===== src/design/mmc_pkg.sv =====
package mmc_pkg;
  localparam int unsigned MMC_CLK_HZ = 100_000_000;
  localparam int unsigned MMC_CYC_PER_US = MMC_CLK_HZ / 1_000_000;
  localparam int unsigned MMC_CYC_PER_MS = MMC_CLK_HZ / 1_000;
  // longest times, in their own unit
  localparam int unsigned MMC_INIT_TIME_MS = 2000;
  localparam int unsigned MMC_RESUME_TIME_MS = 300;
  // least reset pulse, in microseconds
  localparam int unsigned MMC_RST_PULSE_US = 2;
  localparam int unsigned MMC_INIT_CYC = MMC_INIT_TIME_MS * MMC_CYC_PER_MS;
  localparam int unsigned MMC_RESUME_CYC = MMC_RESUME_TIME_MS * MMC_CYC_PER_MS;
  localparam int unsigned MMC_RST_MIN_CYC = MMC_RST_PULSE_US * MMC_CYC_PER_US;
  localparam int MMC_TMR_W = 32;
  localparam int MMC_RST_W = 9;

  // register byte offsets
  localparam logic [7:0] MMC_STATUS_OFS = 8'h00;
  localparam logic [7:0] MMC_FLAGS_OFS = 8'h04;
  localparam logic [7:0] MMC_MASK_OFS = 8'h08;
  localparam logic [7:0] MMC_CTRL_OFS = 8'h0C;
  localparam logic [7:0] MMC_STOPS_OFS = 8'h10;

  // status fields
  localparam int MMC_ST_NOT_READY = 0;
  localparam int MMC_ST_LOW_POWER = 1;
  localparam int MMC_ST_SELECTED = 2;
  localparam int MMC_ST_STATE_LO = 4;
  // flag and mask fields
  localparam int MMC_FLAG_W = 9;
  localparam int MMC_FL_READY = 0;
  localparam int MMC_FL_LOS_LO = 1;
  localparam int MMC_FL_FAULT_LO = 5;
  localparam int MMC_LANES = 4;
  // control fields
  localparam int MMC_CTRL_PDOWN = 0;

  localparam logic [MMC_FLAG_W-1:0] MMC_MASK_RST = 9'h000;
  localparam logic [MMC_FLAG_W-1:0] MMC_FLAG_RST = 9'h000;

  typedef enum logic [1:0] {
    MMC_INIT = 2'b00,
    MMC_READY = 2'b01,
    MMC_LOWPWR = 2'b10,
    MMC_RESUME = 2'b11
  } mmc_state_type;
endpackage : mmc_pkg


===== src/design/mmc_ctrl.sv =====
// What this block does
// RULE_01: fully functional within 2000 ms of start
// RULE_02: reset pin low over 2 us resets
// RULE_03: serial bus answers within 2000 ms
// RULE_04: clear not-ready bit, raise interrupt after init
// RULE_05: functional within 2000 ms after reset release
// RULE_06: low-power pin high enters low power quickly
// RULE_07: interrupt low within 200 ms of event
// RULE_08: flags clear on read, interrupt releases
// RULE_09: read-clear timing from end of read
// RULE_10: loss of signal sets flag and interrupt
// RULE_11: any condition sets flag and interrupt
// RULE_12: mask set inhibits interrupt within 100 ms
// RULE_13: mask clear restores interrupt within 100 ms
// RULE_14: select asserted enables serial bus answers
// RULE_15: select released stops serial bus answers
// RULE_16: power-down bit set enters low power
// RULE_17: power-down bit cleared, functional within 300 ms
// RULE_18: readiness shown by interrupt from not-ready clear
// RULE_19: mask and power-down timing from write end
// RULE_20: host reads flags after interrupt
// RULE_21: interrupt holds while unmasked flag set
// RULE_22: low power on pin or power-down bit
//
// The implementer's own choices: register access over APB and the placing of the registers.
module mmc_ctrl
  import mmc_pkg::*;
#(
  parameter int unsigned INIT_CYCLES = MMC_INIT_CYC,
  parameter int unsigned RESUME_CYCLES = MMC_RESUME_CYC
) (
  input wire logic pclk,
  input wire logic presetn,
  input wire logic psel,
  input wire logic penable,
  input wire logic pwrite,
  input wire logic [7:0] paddr,
  input wire logic [31:0] pwdata,
  output logic [31:0] prdata,
  output logic pready,
  output logic pslverr,
  input wire logic module_reset_n,
  input wire logic module_select_n,
  input wire logic low_power_pin,
  input wire logic scl_in,
  input wire logic sda_in,
  input wire logic [MMC_LANES-1:0] rx_los_in,
  input wire logic [MMC_LANES-1:0] tx_fault_in,
  output logic attention_out_n,
  output logic module_present_n,
  output logic low_power_out,
  output logic serial_answer_en
);

  // two-stage synchronisers for every pin input; the APB inputs and presetn are used as they come
  logic [1:0] rst_s_r;
  logic [1:0] sel_s_r;
  logic [1:0] lpp_s_r;
  logic [1:0] scl_s_r;
  logic [1:0] sda_s_r;
  logic [MMC_LANES-1:0] los_a_r;
  logic [MMC_LANES-1:0] los_b_r;
  logic [MMC_LANES-1:0] flt_a_r;
  logic [MMC_LANES-1:0] flt_b_r;

  // control pins start at their idle levels, so no false edge follows reset
  always_ff @(posedge pclk or negedge presetn) begin
    if (!presetn) begin
      rst_s_r <= 2'h3;
      sel_s_r <= 2'h3;
      lpp_s_r <= 2'h0;
    end else begin
      rst_s_r <= {rst_s_r[0], module_reset_n};
      sel_s_r <= {sel_s_r[0], module_select_n};
      lpp_s_r <= {lpp_s_r[0], low_power_pin};
    end
  end

  // 2-wire bus lines idle high
  always_ff @(posedge pclk or negedge presetn) begin
    if (!presetn) begin
      scl_s_r <= 2'h3;
      sda_s_r <= 2'h3;
    end else begin
      scl_s_r <= {scl_s_r[0], scl_in};
      sda_s_r <= {sda_s_r[0], sda_in};
    end
  end

  // per-lane conditions
  always_ff @(posedge pclk or negedge presetn) begin
    if (!presetn) begin
      los_a_r <= '0;
      los_b_r <= '0;
      flt_a_r <= '0;
      flt_b_r <= '0;
    end else begin
      los_a_r <= rx_los_in;
      los_b_r <= los_a_r;
      flt_a_r <= tx_fault_in;
      flt_b_r <= flt_a_r;
    end
  end

  logic rst_pin_n;
  logic sel_n;
  logic lp_pin;
  assign rst_pin_n = rst_s_r[1];
  assign sel_n = sel_s_r[1];
  assign lp_pin = lpp_s_r[1];

  // reset pin filter: short low pulses are ignored
  logic [MMC_RST_W-1:0] rst_cnt_r;
  logic soft_rst_r;

  always_ff @(posedge pclk or negedge presetn) begin
    if (!presetn) begin
      rst_cnt_r <= '0;
      soft_rst_r <= 1'b0;
    end else if (rst_pin_n) begin
      rst_cnt_r <= '0;
      soft_rst_r <= 1'b0;
    end else if (rst_cnt_r < MMC_RST_W'(MMC_RST_MIN_CYC - 1)) begin
      rst_cnt_r <= rst_cnt_r + 1'b1;
    end else begin
      // RULE_02 pulse length met
      soft_rst_r <= 1'b1;
    end
  end

  // 2-wire bus: stop condition, then the next falling clock marks the end
  logic scl_d_r;
  logic sda_d_r;
  logic stop_seen_r;
  logic [15:0] stops_r;
  logic stop_cond;
  logic scl_fall;
  assign stop_cond = scl_s_r[1] && scl_d_r && sda_s_r[1] && !sda_d_r;
  assign scl_fall = scl_d_r && !scl_s_r[1];

  always_ff @(posedge pclk or negedge presetn) begin
    if (!presetn) begin
      scl_d_r <= 1'b1;
      sda_d_r <= 1'b1;
    end else begin
      scl_d_r <= scl_s_r[1];
      sda_d_r <= sda_s_r[1];
    end
  end

  // a stop waits for the next falling clock before it counts
  always_ff @(posedge pclk or negedge presetn) begin
    if (!presetn) begin
      stop_seen_r <= 1'b0;
    end else if (stop_cond) begin
      stop_seen_r <= 1'b1;
    end else if (scl_fall) begin
      stop_seen_r <= 1'b0;
    end
  end

  always_ff @(posedge pclk or negedge presetn) begin
    if (!presetn) begin
      stops_r <= '0;
    end else if (scl_fall && stop_seen_r) begin
      stops_r <= stops_r + 1'b1;
    end
  end

  // control registers
  logic pdown_r;
  logic [MMC_FLAG_W-1:0] mask_r;
  logic [MMC_FLAG_W-1:0] flags_r;
  mmc_state_type state_r;
  logic [MMC_TMR_W-1:0] tmr_r;
  logic lp_req;
  logic init_done;
  logic resume_done;
  logic acc;
  logic wr_acc;
  logic rd_flags;

  assign acc = psel && penable && pready;
  assign wr_acc = acc && pwrite;
  assign rd_flags = acc && !pwrite && (paddr == MMC_FLAGS_OFS);
  // RULE_22 either source requests low power
  assign lp_req = lp_pin || pdown_r;
  assign init_done = (state_r == MMC_INIT) && (tmr_r >= MMC_TMR_W'(INIT_CYCLES - 1));
  assign resume_done = (state_r == MMC_RESUME) && (tmr_r >= MMC_TMR_W'(RESUME_CYCLES - 1));

  // RULE_19 writes act at the completing access
  always_ff @(posedge pclk or negedge presetn) begin
    if (!presetn) begin
      pdown_r <= 1'b0;
      mask_r <= MMC_MASK_RST;
    end else if (soft_rst_r) begin
      pdown_r <= 1'b0;
      mask_r <= MMC_MASK_RST;
    end else if (wr_acc) begin
      // RULE_12 mask write
      if (paddr == MMC_MASK_OFS) begin
        mask_r <= pwdata[MMC_FLAG_W-1:0];
      end
      // RULE_16 power-down write
      if (paddr == MMC_CTRL_OFS) begin
        pdown_r <= pwdata[MMC_CTRL_PDOWN];
      end
    end
  end

  // power and readiness sequence
  always_ff @(posedge pclk or negedge presetn) begin
    if (!presetn) begin
      state_r <= MMC_INIT;
      tmr_r <= '0;
    end else if (soft_rst_r) begin
      // RULE_05 held in init until the pin rises
      state_r <= MMC_INIT;
      tmr_r <= '0;
    end else begin
      case (state_r)
        MMC_INIT: begin
          tmr_r <= tmr_r + 1'b1;
          // RULE_01 init time bound
          if (init_done) begin
            state_r <= MMC_READY;
            tmr_r <= '0;
          end
        end
        MMC_READY: begin
          // RULE_06 pin request acts at once
          if (lp_req) begin
            state_r <= MMC_LOWPWR;
          end
        end
        MMC_LOWPWR: begin
          tmr_r <= '0;
          if (!lp_req) begin
            state_r <= MMC_RESUME;
          end
        end
        MMC_RESUME: begin
          tmr_r <= tmr_r + 1'b1;
          if (lp_req) begin
            state_r <= MMC_LOWPWR;
            tmr_r <= '0;
          // RULE_17 resume time bound
          end else if (resume_done) begin
            state_r <= MMC_READY;
            tmr_r <= '0;
          end
        end
        default: begin
          state_r <= MMC_INIT;
          tmr_r <= '0;
        end
      endcase
    end
  end

  // flags: set beats a clear in the same cycle
  logic [MMC_FLAG_W-1:0] flag_set;
  logic [MMC_FLAG_W-1:0] flags_nxt;

  always_comb begin
    flag_set = '0;
    // RULE_04 readiness raises its own flag
    // RULE_18 readiness shown through the interrupt
    flag_set[MMC_FL_READY] = init_done || (resume_done && !lp_req);
    // RULE_10 loss of signal per lane
    flag_set[MMC_FL_LOS_LO +: MMC_LANES] = los_b_r;
    // RULE_11 transmit fault per lane
    flag_set[MMC_FL_FAULT_LO +: MMC_LANES] = flt_b_r;
    flags_nxt = flags_r;
    // RULE_08 clear on read
    // RULE_09 cleared at the completing read
    if (rd_flags) begin
      // only the bits the host was shown are cleared, a later one survives
      flags_nxt = flags_r & ~prdata[MMC_FLAG_W-1:0];
    end
    flags_nxt = flags_nxt | flag_set;
  end

  always_ff @(posedge pclk or negedge presetn) begin
    if (!presetn) begin
      flags_r <= MMC_FLAG_RST;
    end else if (soft_rst_r) begin
      flags_r <= MMC_FLAG_RST;
    end else begin
      flags_r <= flags_nxt;
    end
  end

  // pin outputs, each from its own flip-flop
  always_ff @(posedge pclk or negedge presetn) begin
    if (!presetn) begin
      attention_out_n <= 1'b1;
    end else begin
      // RULE_07 interrupt follows flags
      // RULE_13 unmasked flags drive the pin
      // RULE_21 held while any unmasked flag set
      attention_out_n <= ~|(flags_r & ~mask_r);
    end
  end

  always_ff @(posedge pclk or negedge presetn) begin
    if (!presetn) begin
      module_present_n <= 1'b0;
    end else begin
      module_present_n <= 1'b0;
    end
  end

  always_ff @(posedge pclk or negedge presetn) begin
    if (!presetn) begin
      low_power_out <= 1'b0;
    end else begin
      // RULE_06 pin request lowers power even during init
      low_power_out <= !soft_rst_r && ((state_r == MMC_LOWPWR) || lp_req);
    end
  end

  always_ff @(posedge pclk or negedge presetn) begin
    if (!presetn) begin
      serial_answer_en <= 1'b0;
    end else begin
      // RULE_03 answers once initialisation ends
      // RULE_14 select enables answers
      // RULE_15 deselect stops answers
      serial_answer_en <= !sel_n && !soft_rst_r && (state_r != MMC_INIT);
    end
  end

  // APB slave: one wait-free access phase, data registered in setup
  function automatic logic mmc_mapped(input logic [7:0] a);
    mmc_mapped = (a == MMC_STATUS_OFS) || (a == MMC_FLAGS_OFS) || (a == MMC_MASK_OFS) ||
      (a == MMC_CTRL_OFS) || (a == MMC_STOPS_OFS);
  endfunction : mmc_mapped

  logic [31:0] rd_val;

  always_comb begin
    rd_val = '0;
    case (paddr)
      MMC_STATUS_OFS: begin
        rd_val[MMC_ST_NOT_READY] = (state_r != MMC_READY);
        rd_val[MMC_ST_LOW_POWER] = (state_r == MMC_LOWPWR);
        rd_val[MMC_ST_SELECTED] = !sel_n;
        rd_val[MMC_ST_STATE_LO +: 2] = state_r;
      end
      MMC_FLAGS_OFS: rd_val[MMC_FLAG_W-1:0] = flags_r;
      MMC_MASK_OFS: rd_val[MMC_FLAG_W-1:0] = mask_r;
      MMC_CTRL_OFS: rd_val[MMC_CTRL_PDOWN] = pdown_r;
      MMC_STOPS_OFS: rd_val[15:0] = stops_r;
      default: rd_val = '0;
    endcase
  end

  logic setup_cyc;
  assign setup_cyc = psel && !penable;

  always_ff @(posedge pclk or negedge presetn) begin
    if (!presetn) begin
      pready <= 1'b0;
      pslverr <= 1'b0;
    end else begin
      pready <= setup_cyc;
      pslverr <= setup_cyc && !mmc_mapped(paddr);
    end
  end

  // read data stands only in the access cycle
  always_ff @(posedge pclk or negedge presetn) begin
    if (!presetn) begin
      prdata <= '0;
    end else if (setup_cyc && !pwrite) begin
      prdata <= rd_val;
    end else begin
      prdata <= '0;
    end
  end

endmodule : mmc_ctrl


===== config.mk =====
export PLATFORM = sky130hd
export DESIGN_NAME = mmc_ctrl
export DESIGN_NICKNAME = d
export VERILOG_FILES = /design/src/design/mmc_pkg.sv /design/src/design/mmc_ctrl.sv
export SDC_FILE = /design/constraint.sdc
export NUM_CORES = 1
export LEC_CHECK = 0
export BUFFER_PORTS_ARGS = -buffer_cell sky130_fd_sc_hd__buf_2
export CORE_UTILIZATION = 40
export CTS_BUF_LIST = sky130_fd_sc_hd__clkbuf_2
export DETAILED_ROUTE_END_ITERATION = 16
export GPL_TIMING_DRIVEN = 0
export HOLD_SLACK_MARGIN = 0.05
export PLACE_DENSITY_LB_ADDON = 0.12
export SYNTH_ARGS = -nofsm -noshare
export SYNTH_HDL_FRONTEND = slang
export SYNTH_SLANG_ARGS = --single-unit

===== constraint.sdc =====
create_clock -name pclk -period 6.15 [get_ports pclk]
set_input_delay 1.845 -clock pclk [delete_from_list [all_inputs] [get_ports pclk]]
set_output_delay 1.845 -clock pclk [all_outputs]
set_load 0.01 [all_outputs]

## After elaboration in Yosys (flattened, before gate mapping)

Index checks and enable logic that the tools add are counted.

- Bits of input ports: 58
- Register bits: 145
- Output and inout bits: 38
- Word-level logic and storage cells: 131

- Reductions and logical operators: 48
- Magnitude comparators: 3
- Mux-type cells: 33
- Bitwise gates (word level): 5
- Equal/unequal tests: 13
- $add $sub $neg: 3

Operators with widths:

| operator | count |
|---|---|
| two-way mux 32 bit | 4 |
| case mux 32 bit (3 select lines) | 1 |
| two-way mux 9 bit | 7 |
| adder 32 x 1 -> 32 bit, second input constant | 1 |
| >= comparator 32 x 25 -> 1 bit, second input constant | 1 |
| >= comparator 32 x 28 -> 1 bit, second input constant | 1 |
| case mux 2 bit (4 select lines) | 3 |
| logical AND 1 bit | 19 |
| bitwise AND 9 bit | 2 |
| inverter 9 bit | 2 |
| adder 16 x 1 -> 16 bit, second input constant | 1 |
| equality test 8 x 4 -> 1 bit, second input constant | 2 |
| two-way mux 16 bit | 1 |
| two-way mux 2 bit | 6 |
| nonzero test 2 bit | 6 |
| adder 9 x 1 -> 9 bit, second input constant | 1 |
| zero test 1 bit | 9 |
| less-than comparator 9 x 8 -> 1 bit, second input constant | 1 |
| inequality test 3 bit, second input constant | 3 |
| OR 9 bit | 1 |
| case mux 3 bit (3 select lines) | 1 |
| OR reduction 9 bit | 1 |
| equality test 8 x 3 -> 1 bit, second input constant | 1 |
| equality test 8 x 5 -> 1 bit, second input constant | 1 |
| other kinds (15) | 29 |

## Logic depth before layout (Yosys ltp)

Gate-level depths: netlist of the first run.

- Word-level depth: 7
- Gate-level depth with buffers: 8
- Depth with buffers taken out: 7

## Worst setup path before layout of the first run

Ideal clock, no wire load.

- Path type: in2reg
- From: input paddr[0]
- To: register flags_r[0]
- Path slack: 2.570 ns
- Setup time: 0.132 ns
- Data arrival time: 3.448 ns
- Data required time: 6.018 ns
- Cell stages on the path: 7
- Cell sequence: or4_4 -> nor4_4 -> and3b_1 -> buf_4 -> nand2_1 -> a222oi_1 -> nor2_1

- Cells in the longest elaborated chain, start to end: 5

RTL lines:

| element | line | text |
|---|---|---|
| start: declaration | mmc_ctrl.sv:37 | `input wire logic [7:0] paddr,` |
| equality test 8 x 3 -> 1 bit | mmc_ctrl.sv:185 | `assign rd_flags = acc && !pwrite && (paddr == MMC_FLAGS_OFS);` |
| logical AND 1 bit | mmc_ctrl.sv:185 |  |
| two-way mux 9 bit | mmc_ctrl.sv:277 | `if (rd_flags) begin` |
| OR 9 bit | mmc_ctrl.sv:281 | `flags_nxt = flags_nxt \| flag_set;` |
| two-way mux 9 bit | mmc_ctrl.sv:287 | `end else if (soft_rst_r) begin` |
| end signal: assignment | mmc_ctrl.sv:290 | `flags_r <= flags_nxt;` |
| end: declaration | mmc_ctrl.sv:173 | `logic [MMC_FLAG_W-1:0] flags_r;` |

No other way between the ends.
A chain may end at the register's enable or synchronous reset.

## Worst setup path after layout of the first run

Same ends and word-level chain as after synthesis.

==> metrics.cfg, run 1 <==
[outcome]
status = finished clean

[sta]
skew_ns = 0.02250
max_freq_mhz = 310.3
final_hold_viol_count = 0
setup_tns_ns = 0
max_slew.worst_pin.slew_ns = 0.9446
final_max_slew_viol_count = 0
period_needed_ns = 3.222
slew_headroom = 0.3645
rsz0062_at_grt = false
min_period_over_period = 0.5240
setup_viol = 0

[cts]
clock-sinks = 129
cts_max_path_buffers = 2
ctsHoldBuffers = 0
cts_setup_buffers = 0
cts_root_buffer = clkbuf_2
cts_tree = done
cts_buffers = 17
htreeDepth = 4
cts-resized-gates = 0
worstSkewPairLatency_ns = 0.71
clk_pin_slew_worst_paths_ns = 0.19

[logic_synthesis]
synth_area_mm2 = 0.005943
syn_inst = 597
ys_seq_area_frac = 0.5455
syn_area_per_cell_um2 = 9.955
ys_types = 52
ys_warn_count = 0
ys_seq_elements = 129

[detailed_routing]
dr.first_iter.drc_count = 273
drc = 0
num_vias = 4681
ant_nets = 0
route.final.wire_length_um = 13530
viasPerCell = 5.295
wire_per_inst_um = 15.31
drtPass1Iterations = 6

[layout]
multi_input_area_mm2 = 0.002431
antenna_cells = 0
final_common_cell = dfrtp_1
syn2layout_area_growth_pct = 13.45
layout-drive-gt1-share = 0.1843
nets = 748
finalNonFillerCells = 884
final_core_util = 0.4639
fillers = 1458
regArea_mm2 = 0.003242
layout_common_cells = dfrtp_1 (118), nand2_1 (75), nor2_1 (62), buf_2 (62)

[place]
port_buffers = 54
place_hpwl_um = 9507
gp_congestion = 0.8602
place_inst = 852

[die]
die_h_um = 123.9
io_pins = 96
coreArea_mm2 = 0.01453
placementRows = 44
dieArea_mm2 = 0.01535
initial_core_util = 0.4089
die_w_um = 123.9

[power_and_ir_drop]
p_total_mw = 1.445
p_leak_nw = 3.180
p_per_area_mw_per_mm2 = 214.3
ir_drop_uv = 110.1

[critical_path]
cp-end-kind = register
worstSetupPathType = primary input to register
path_max_fanout = 10
critPathRequiredTime_ns = 6.74
critical_path_arrival_ns = 3.82
worstSetupStartpointType = primary input

[worst_hold_path]
hold_path.class = register to register

[grt]
grt-ovfl-total = 0
grt_max_degree = 101
grt_pass1_wl_um = 22370
grt_pass1_vias = 4427
grt_usage = 0.1935
antenna_found_initial = 0

[flow_run]
cap_violations = 0

[final timing paths]
| path | from | endpoint | slack [ns] | cells after the start |
|---|---|---|---|---|
| setup / recovery | paddr[0] | flags_r[0] | 2.93 | 8 |
| hold / removal | los_a_r[2] | los_b_r[2] | 0.37 | 0 |
| setup reg to reg | tmr_r[2] | tmr_r[25] | 3.67 | 7 |
| hold reg to reg | los_a_r[2] | los_b_r[2] | 0.37 | 0 |
| max in group asynchronous | presetn | rst_s_r[0] | 4.35 | 2 |
| min in group asynchronous | presetn | tmr_r[26] | 0.97 | 1 |
[routing by layer]
metal / vias to the layer above / share of wire / track usage / wire length (um)
li1: 2265 / - / - / -
met1: 2269 / 0.48 / 0.2675 / 6518
met4: 0 / 0.015 / 0.07664 / 207
met2: 130 / 0.45 / 0.2847 / 6052
met3: 17 / 0.056 / 0.05678 / 753
met5: - / 0 / 0 / 0
[critical path, stage by stage]
cell and delay, ns:
buf_2 0.09, or4_4 0.57, nor4_4 0.52, and3b_1 0.24
buf_4 0.18, nand2_1 0.07, a222oi_1 0.23, nor2_1 0.07
[synthesized netlist by cell type, drive strengths merged]
cell type	n	share of area
a222oi	9	0.015
nand2b	4	0.0042
conb	1	0.00063
a221oi	1	0.0015
buf	29	0.032
a21boi	1	0.0013
nor2	63	0.041
o22ai	4	0.0042
clkbuf	17	0.011
nand4	16	0.017
mux2	2	0.0038
o21bai	1	0.0013
and4b	1	0.0017
o211a	2	0.0034
and3	24	0.025
nor3	17	0.015
ha	3	0.0063
o21a	6	0.0076
or4	4	0.0057
nand3b	1	0.0013
inv	21	0.013
a21oi	24	0.020
dfrtp	118	0.50
nor4	11	0.015
a211oi	1	0.0013
nand3	21	0.018
a31oi	7	0.0074
o21ai	16	0.013
xor2	12	0.018
nand2	75	0.047
a41oi	1	0.0015
and2	10	0.011
and4	3	0.0044
o2111ai	1	0.0015
o211ai	7	0.0088
nor3b	2	0.0025
xnor2	15	0.022
nor2b	4	0.0042
dfstp	11	0.049
o221ai	14	0.021
mux2i	11	0.019
o31ai	2	0.0025
or3	1	0.0011
a22oi	1	0.0013
and3b	2	0.0029
[kinds of logic (layout without fill, tap and decap cells)]
family | count (synthesis) | count (layout) | share of synthesized area
and+or+nand+nor | 259 | 259 | 0.2171
adders and majority gates | 3 | 3 | 0.006316
xor gates and xnor gates | 27 | 27 | 0.03979
other | 1 | 17 | 0.0006310
DFF | 129 | 129 | 0.5455
buffers and inverters | 67 | 154 | 0.05558
AOI/OAI and AO/OA | 98 | 98 | 0.1128
muxes | 13 | 13 | 0.02232
[state kept, by name (all words and copies together), names as in the netlist, 2 cells and up]
signal and count:
stops_r 16, sda_s_r 2, mask_r 9, los_b_r 4, flags_r 9, rst_s_r 2, tmr_r 32, flt_b_r 4
scl_s_r 2, flt_a_r 4, state_r 2, lpp_s_r 2, los_a_r 4, prdata 16, sel_s_r 2, rst_cnt_r 9
[metrics by stage]
step,worst slack [ns],cell area (um2),hold WS (ns)
global route,2.814,6743,0.3737
floorplan,2.570,6003,0.3312
CTS,2.841,6743,0.3722
global placement,1.477,6504,0.3315
detailed placement,2.199,6538,0.3347
finish,2.928,6743,0.3661
[where the power goes]
part / switching, mW / internal (mW)
combinational: 0.0420 / 0.0336
sequential: 0.0212 / 0.876
clock: 0.328 / 0.144
[area by class of cell]
type / count / area share
Buffer: 46 / 0.03730
Multi-Input combinational cell: 417 / 0.3605
Tap cell: 184 / 0.03414
Clock buffer: 18 / 0.01336
Sequential cell: 129 / 0.4808
Clock inverter: 14 / 0.01707
Inverter: 21 / 0.01169
Timing Repair Buffer: 55 / 0.04509
(Power assumes the default switching activity.)
==> run 2: changes to the inputs <==
- clock period: 6.15 -> 2.71 ns (I/O delays scaled with it)
==> metrics.cfg, run 2 (same netlist as run 1, synthesis figures left out) <==
[layout]
layout-drive-gt1-share = 0.1854  ; was 0.1843
final_core_util = 0.4650  ; was 0.4639
top_register = tmr_r  ; unchanged
nets = 749  ; was 748
final_common_cell = dfrtp_1  ; unchanged
fillers = 1455  ; was 1,458
top_regs = tmr_r (32), prdata (16), stops_r (16)  ; unchanged
largest_reg_flops = 32  ; unchanged
design_area_mm2 = 0.006759  ; was 0.006743 mm2
finalNonFillerCells = 885  ; was 884
antenna_cells = 0  ; unchanged
syn2layout_area_growth_pct = 13.73  ; was 13.45%
layout_common_cells = dfrtp_1 (118), nand2_1 (75), nor2_1 (62), buf_2 (62)  ; unchanged

[place]
place_inst = 852  ; unchanged
place_area_mm2 = 0.006538  ; unchanged
place_hpwl_um = 9507  ; unchanged
place_ws_ns = -0.2089  ; was 2.199 ns
gp_congestion = 0.8602  ; unchanged
port_buffers = 54  ; unchanged

[sta]
max_slew.worst_pin.slew_ns = 0.7576  ; was 0.9446 ns
skew_ns = 0.02500  ; was 0.02250 ns
slew_headroom = 0.4931  ; was 0.3645
final_hold_viol_count = 0  ; unchanged
max_freq_mhz = 408.8
rsz0062_at_grt = false  ; unchanged
layout_setup_ws_ns = 0.2639  ; was 2.928 ns
min_period_over_period = 0.9026
period_needed_ns = 2.446
final_max_slew_viol_count = 0  ; unchanged
setup_viol = 0  ; unchanged

[detailed_routing]
num_vias = 4678  ; was 4,681
dr.first_iter.drc_count = 298  ; was 273
route.final.wire_length_um = 13570  ; was 13,530 um
drtPass1Iterations = 5  ; was 6
ant_nets = 0  ; unchanged
drc = 0  ; unchanged
viasPerCell = 5.286  ; was 5.295
wire_per_inst_um = 15.33  ; was 15.31 um

[critical_path]
critPathRequiredTime_ns = 3.36  ; was 6.74 ns
critical_path.top_delay_family = compound AO/OA/AOI/OAI gates  ; was simple AND/OR/NAND/NOR gates
critical_path_arrival_ns = 3.09  ; was 3.82 ns
worstSetupPathType = register to register  ; was primary input to register
timing.critical_path.buf_inv = 2  ; unchanged
worstSetupStartpointType = register  ; was primary input
path_cells = buf_2 -> nor4_1 -> o211ai_1 -> a41oi_1 -> o211a_1 -> buf_2 -> o22ai_1 -> a21oi_1  ; was buf_2 -> or4_4 -> nor4_4 -> and3b_1 -> buf_4 -> nand2_1 -> a222oi_1 -> nor2_1
crit_path_top_delay_cell = dfrtp_1  ; was or4_4
path_max_fanout = 10  ; unchanged
cp-end-kind = register  ; unchanged
cpPeakStageDelay_ns = 0.40  ; was 0.57 ns
cpMostUsedCell = buf_2

[power_and_ir_drop]
ir_drop_uv = 250.0  ; was 110.1 uV
p_total_mw = 3.279  ; was 1.445 mW
p_leak_nw = 3.184  ; was 3.180 nW
p_per_area_mw_per_mm2 = 485.1  ; was 214.3 mW/mm2

[die]
dieArea_mm2 = 0.01535  ; unchanged
placementRows = 44  ; unchanged
die_h_um = 123.9  ; unchanged
io_pins = 96  ; unchanged
initial_core_util = 0.4089  ; unchanged
die_w_um = 123.9  ; unchanged
coreArea_mm2 = 0.01453  ; unchanged

[flow_run]
cap_violations = 0  ; unchanged

[grt]
grt_pass1_vias = 4440  ; was 4,427
grt_pass1_wl_um = 22400  ; was 22,370 um
grt_max_degree = 101  ; unchanged
antenna_found_initial = 0  ; unchanged
grt_usage = 0.1937  ; was 0.1935
grt-ovfl-total = 0  ; unchanged

[cts]
worstSkewPairLatency_ns = 0.71  ; about the same
cts_max_path_buffers = 2  ; unchanged
htreeDepth = 4  ; unchanged
cts_buffers = 17  ; unchanged
cts_root_buffer = clkbuf_2  ; unchanged
cts_setup_buffers = 0  ; unchanged
clock-sinks = 129  ; unchanged
cts_tree = done  ; unchanged
clk_pin_slew_worst_paths_ns = 0.20  ; was 0.19 ns

[outcome]
status = finished clean  ; unchanged

[worst_hold_path]
hold_path.class = primary input to register  ; was register to register

[run 2: what timing repair did]
action / 4_1_cts / 5_1_grt
hold endpoints to repair: 29 / 0
gates resized for setup: 0 / 1
hold buffers: 1 / 0
endpoints found under the setup margin: 0 / 1
[run 2: layer usage]
metal | vias to the layer above | routed length (um) | GRT usage
met5 | - | 0 | 0
met2 | 124 | 6070 | 0.2854
met4 | 0 | 214 | 0.07664
met1 | 2272 | 6455 | 0.2675
li1 | 2264 | - | -
met3 | 18 | 830 | 0.05678
[run 2: power breakdown]
group	switching [mW]	internal (mW)	leakage, nW
logic	0.0958	0.0771	1.42
registers	0.0490	1.99	1.65
clock network	0.743	0.326	0.115
[run 2: final timing paths]
path / from / to / slack (ns) / cells after the start
min reg2reg: los_a_r[2] / los_b_r[2] / 0.37 / 0
min in group asynchronous: presetn / tmr_r[14] / 0.53 / 2
min: scl_in / scl_s_r[0] / 0.17 / 1
max: tmr_r[11] / tmr_r[5] / 0.26 / 8
max reg2reg: tmr_r[11] / tmr_r[5] / 0.26 / 8
max in group asynchronous: presetn / rst_s_r[0] / 1.36 / 3
[run 2: area by class of cell]
class / count / area (um2) / share of cell area
flip-flops and latches: 129 / 3242 / 0.4796
plain buffers: 46 / 251.5 / 0.03721
multi-input cells: 417 / 2437 / 0.3606
clock buffers: 18 / 90.09 / 0.01333
well taps: 184 / 230.2 / 0.03406
inverters: 21 / 78.83 / 0.01166
clock inverters: 14 / 115.1 / 0.01703
repair buffers: 56 / 314.1 / 0.04646
[run 2: metrics by stage]
stage	TNS, ns	hold slack, ns
floorplan	0	0.3312
global placement	-111.89	0.3315
detailed placement	-1.717	0.3347
CTS	0	0.08449
global route	0	0.07460
finish	0	0.1709
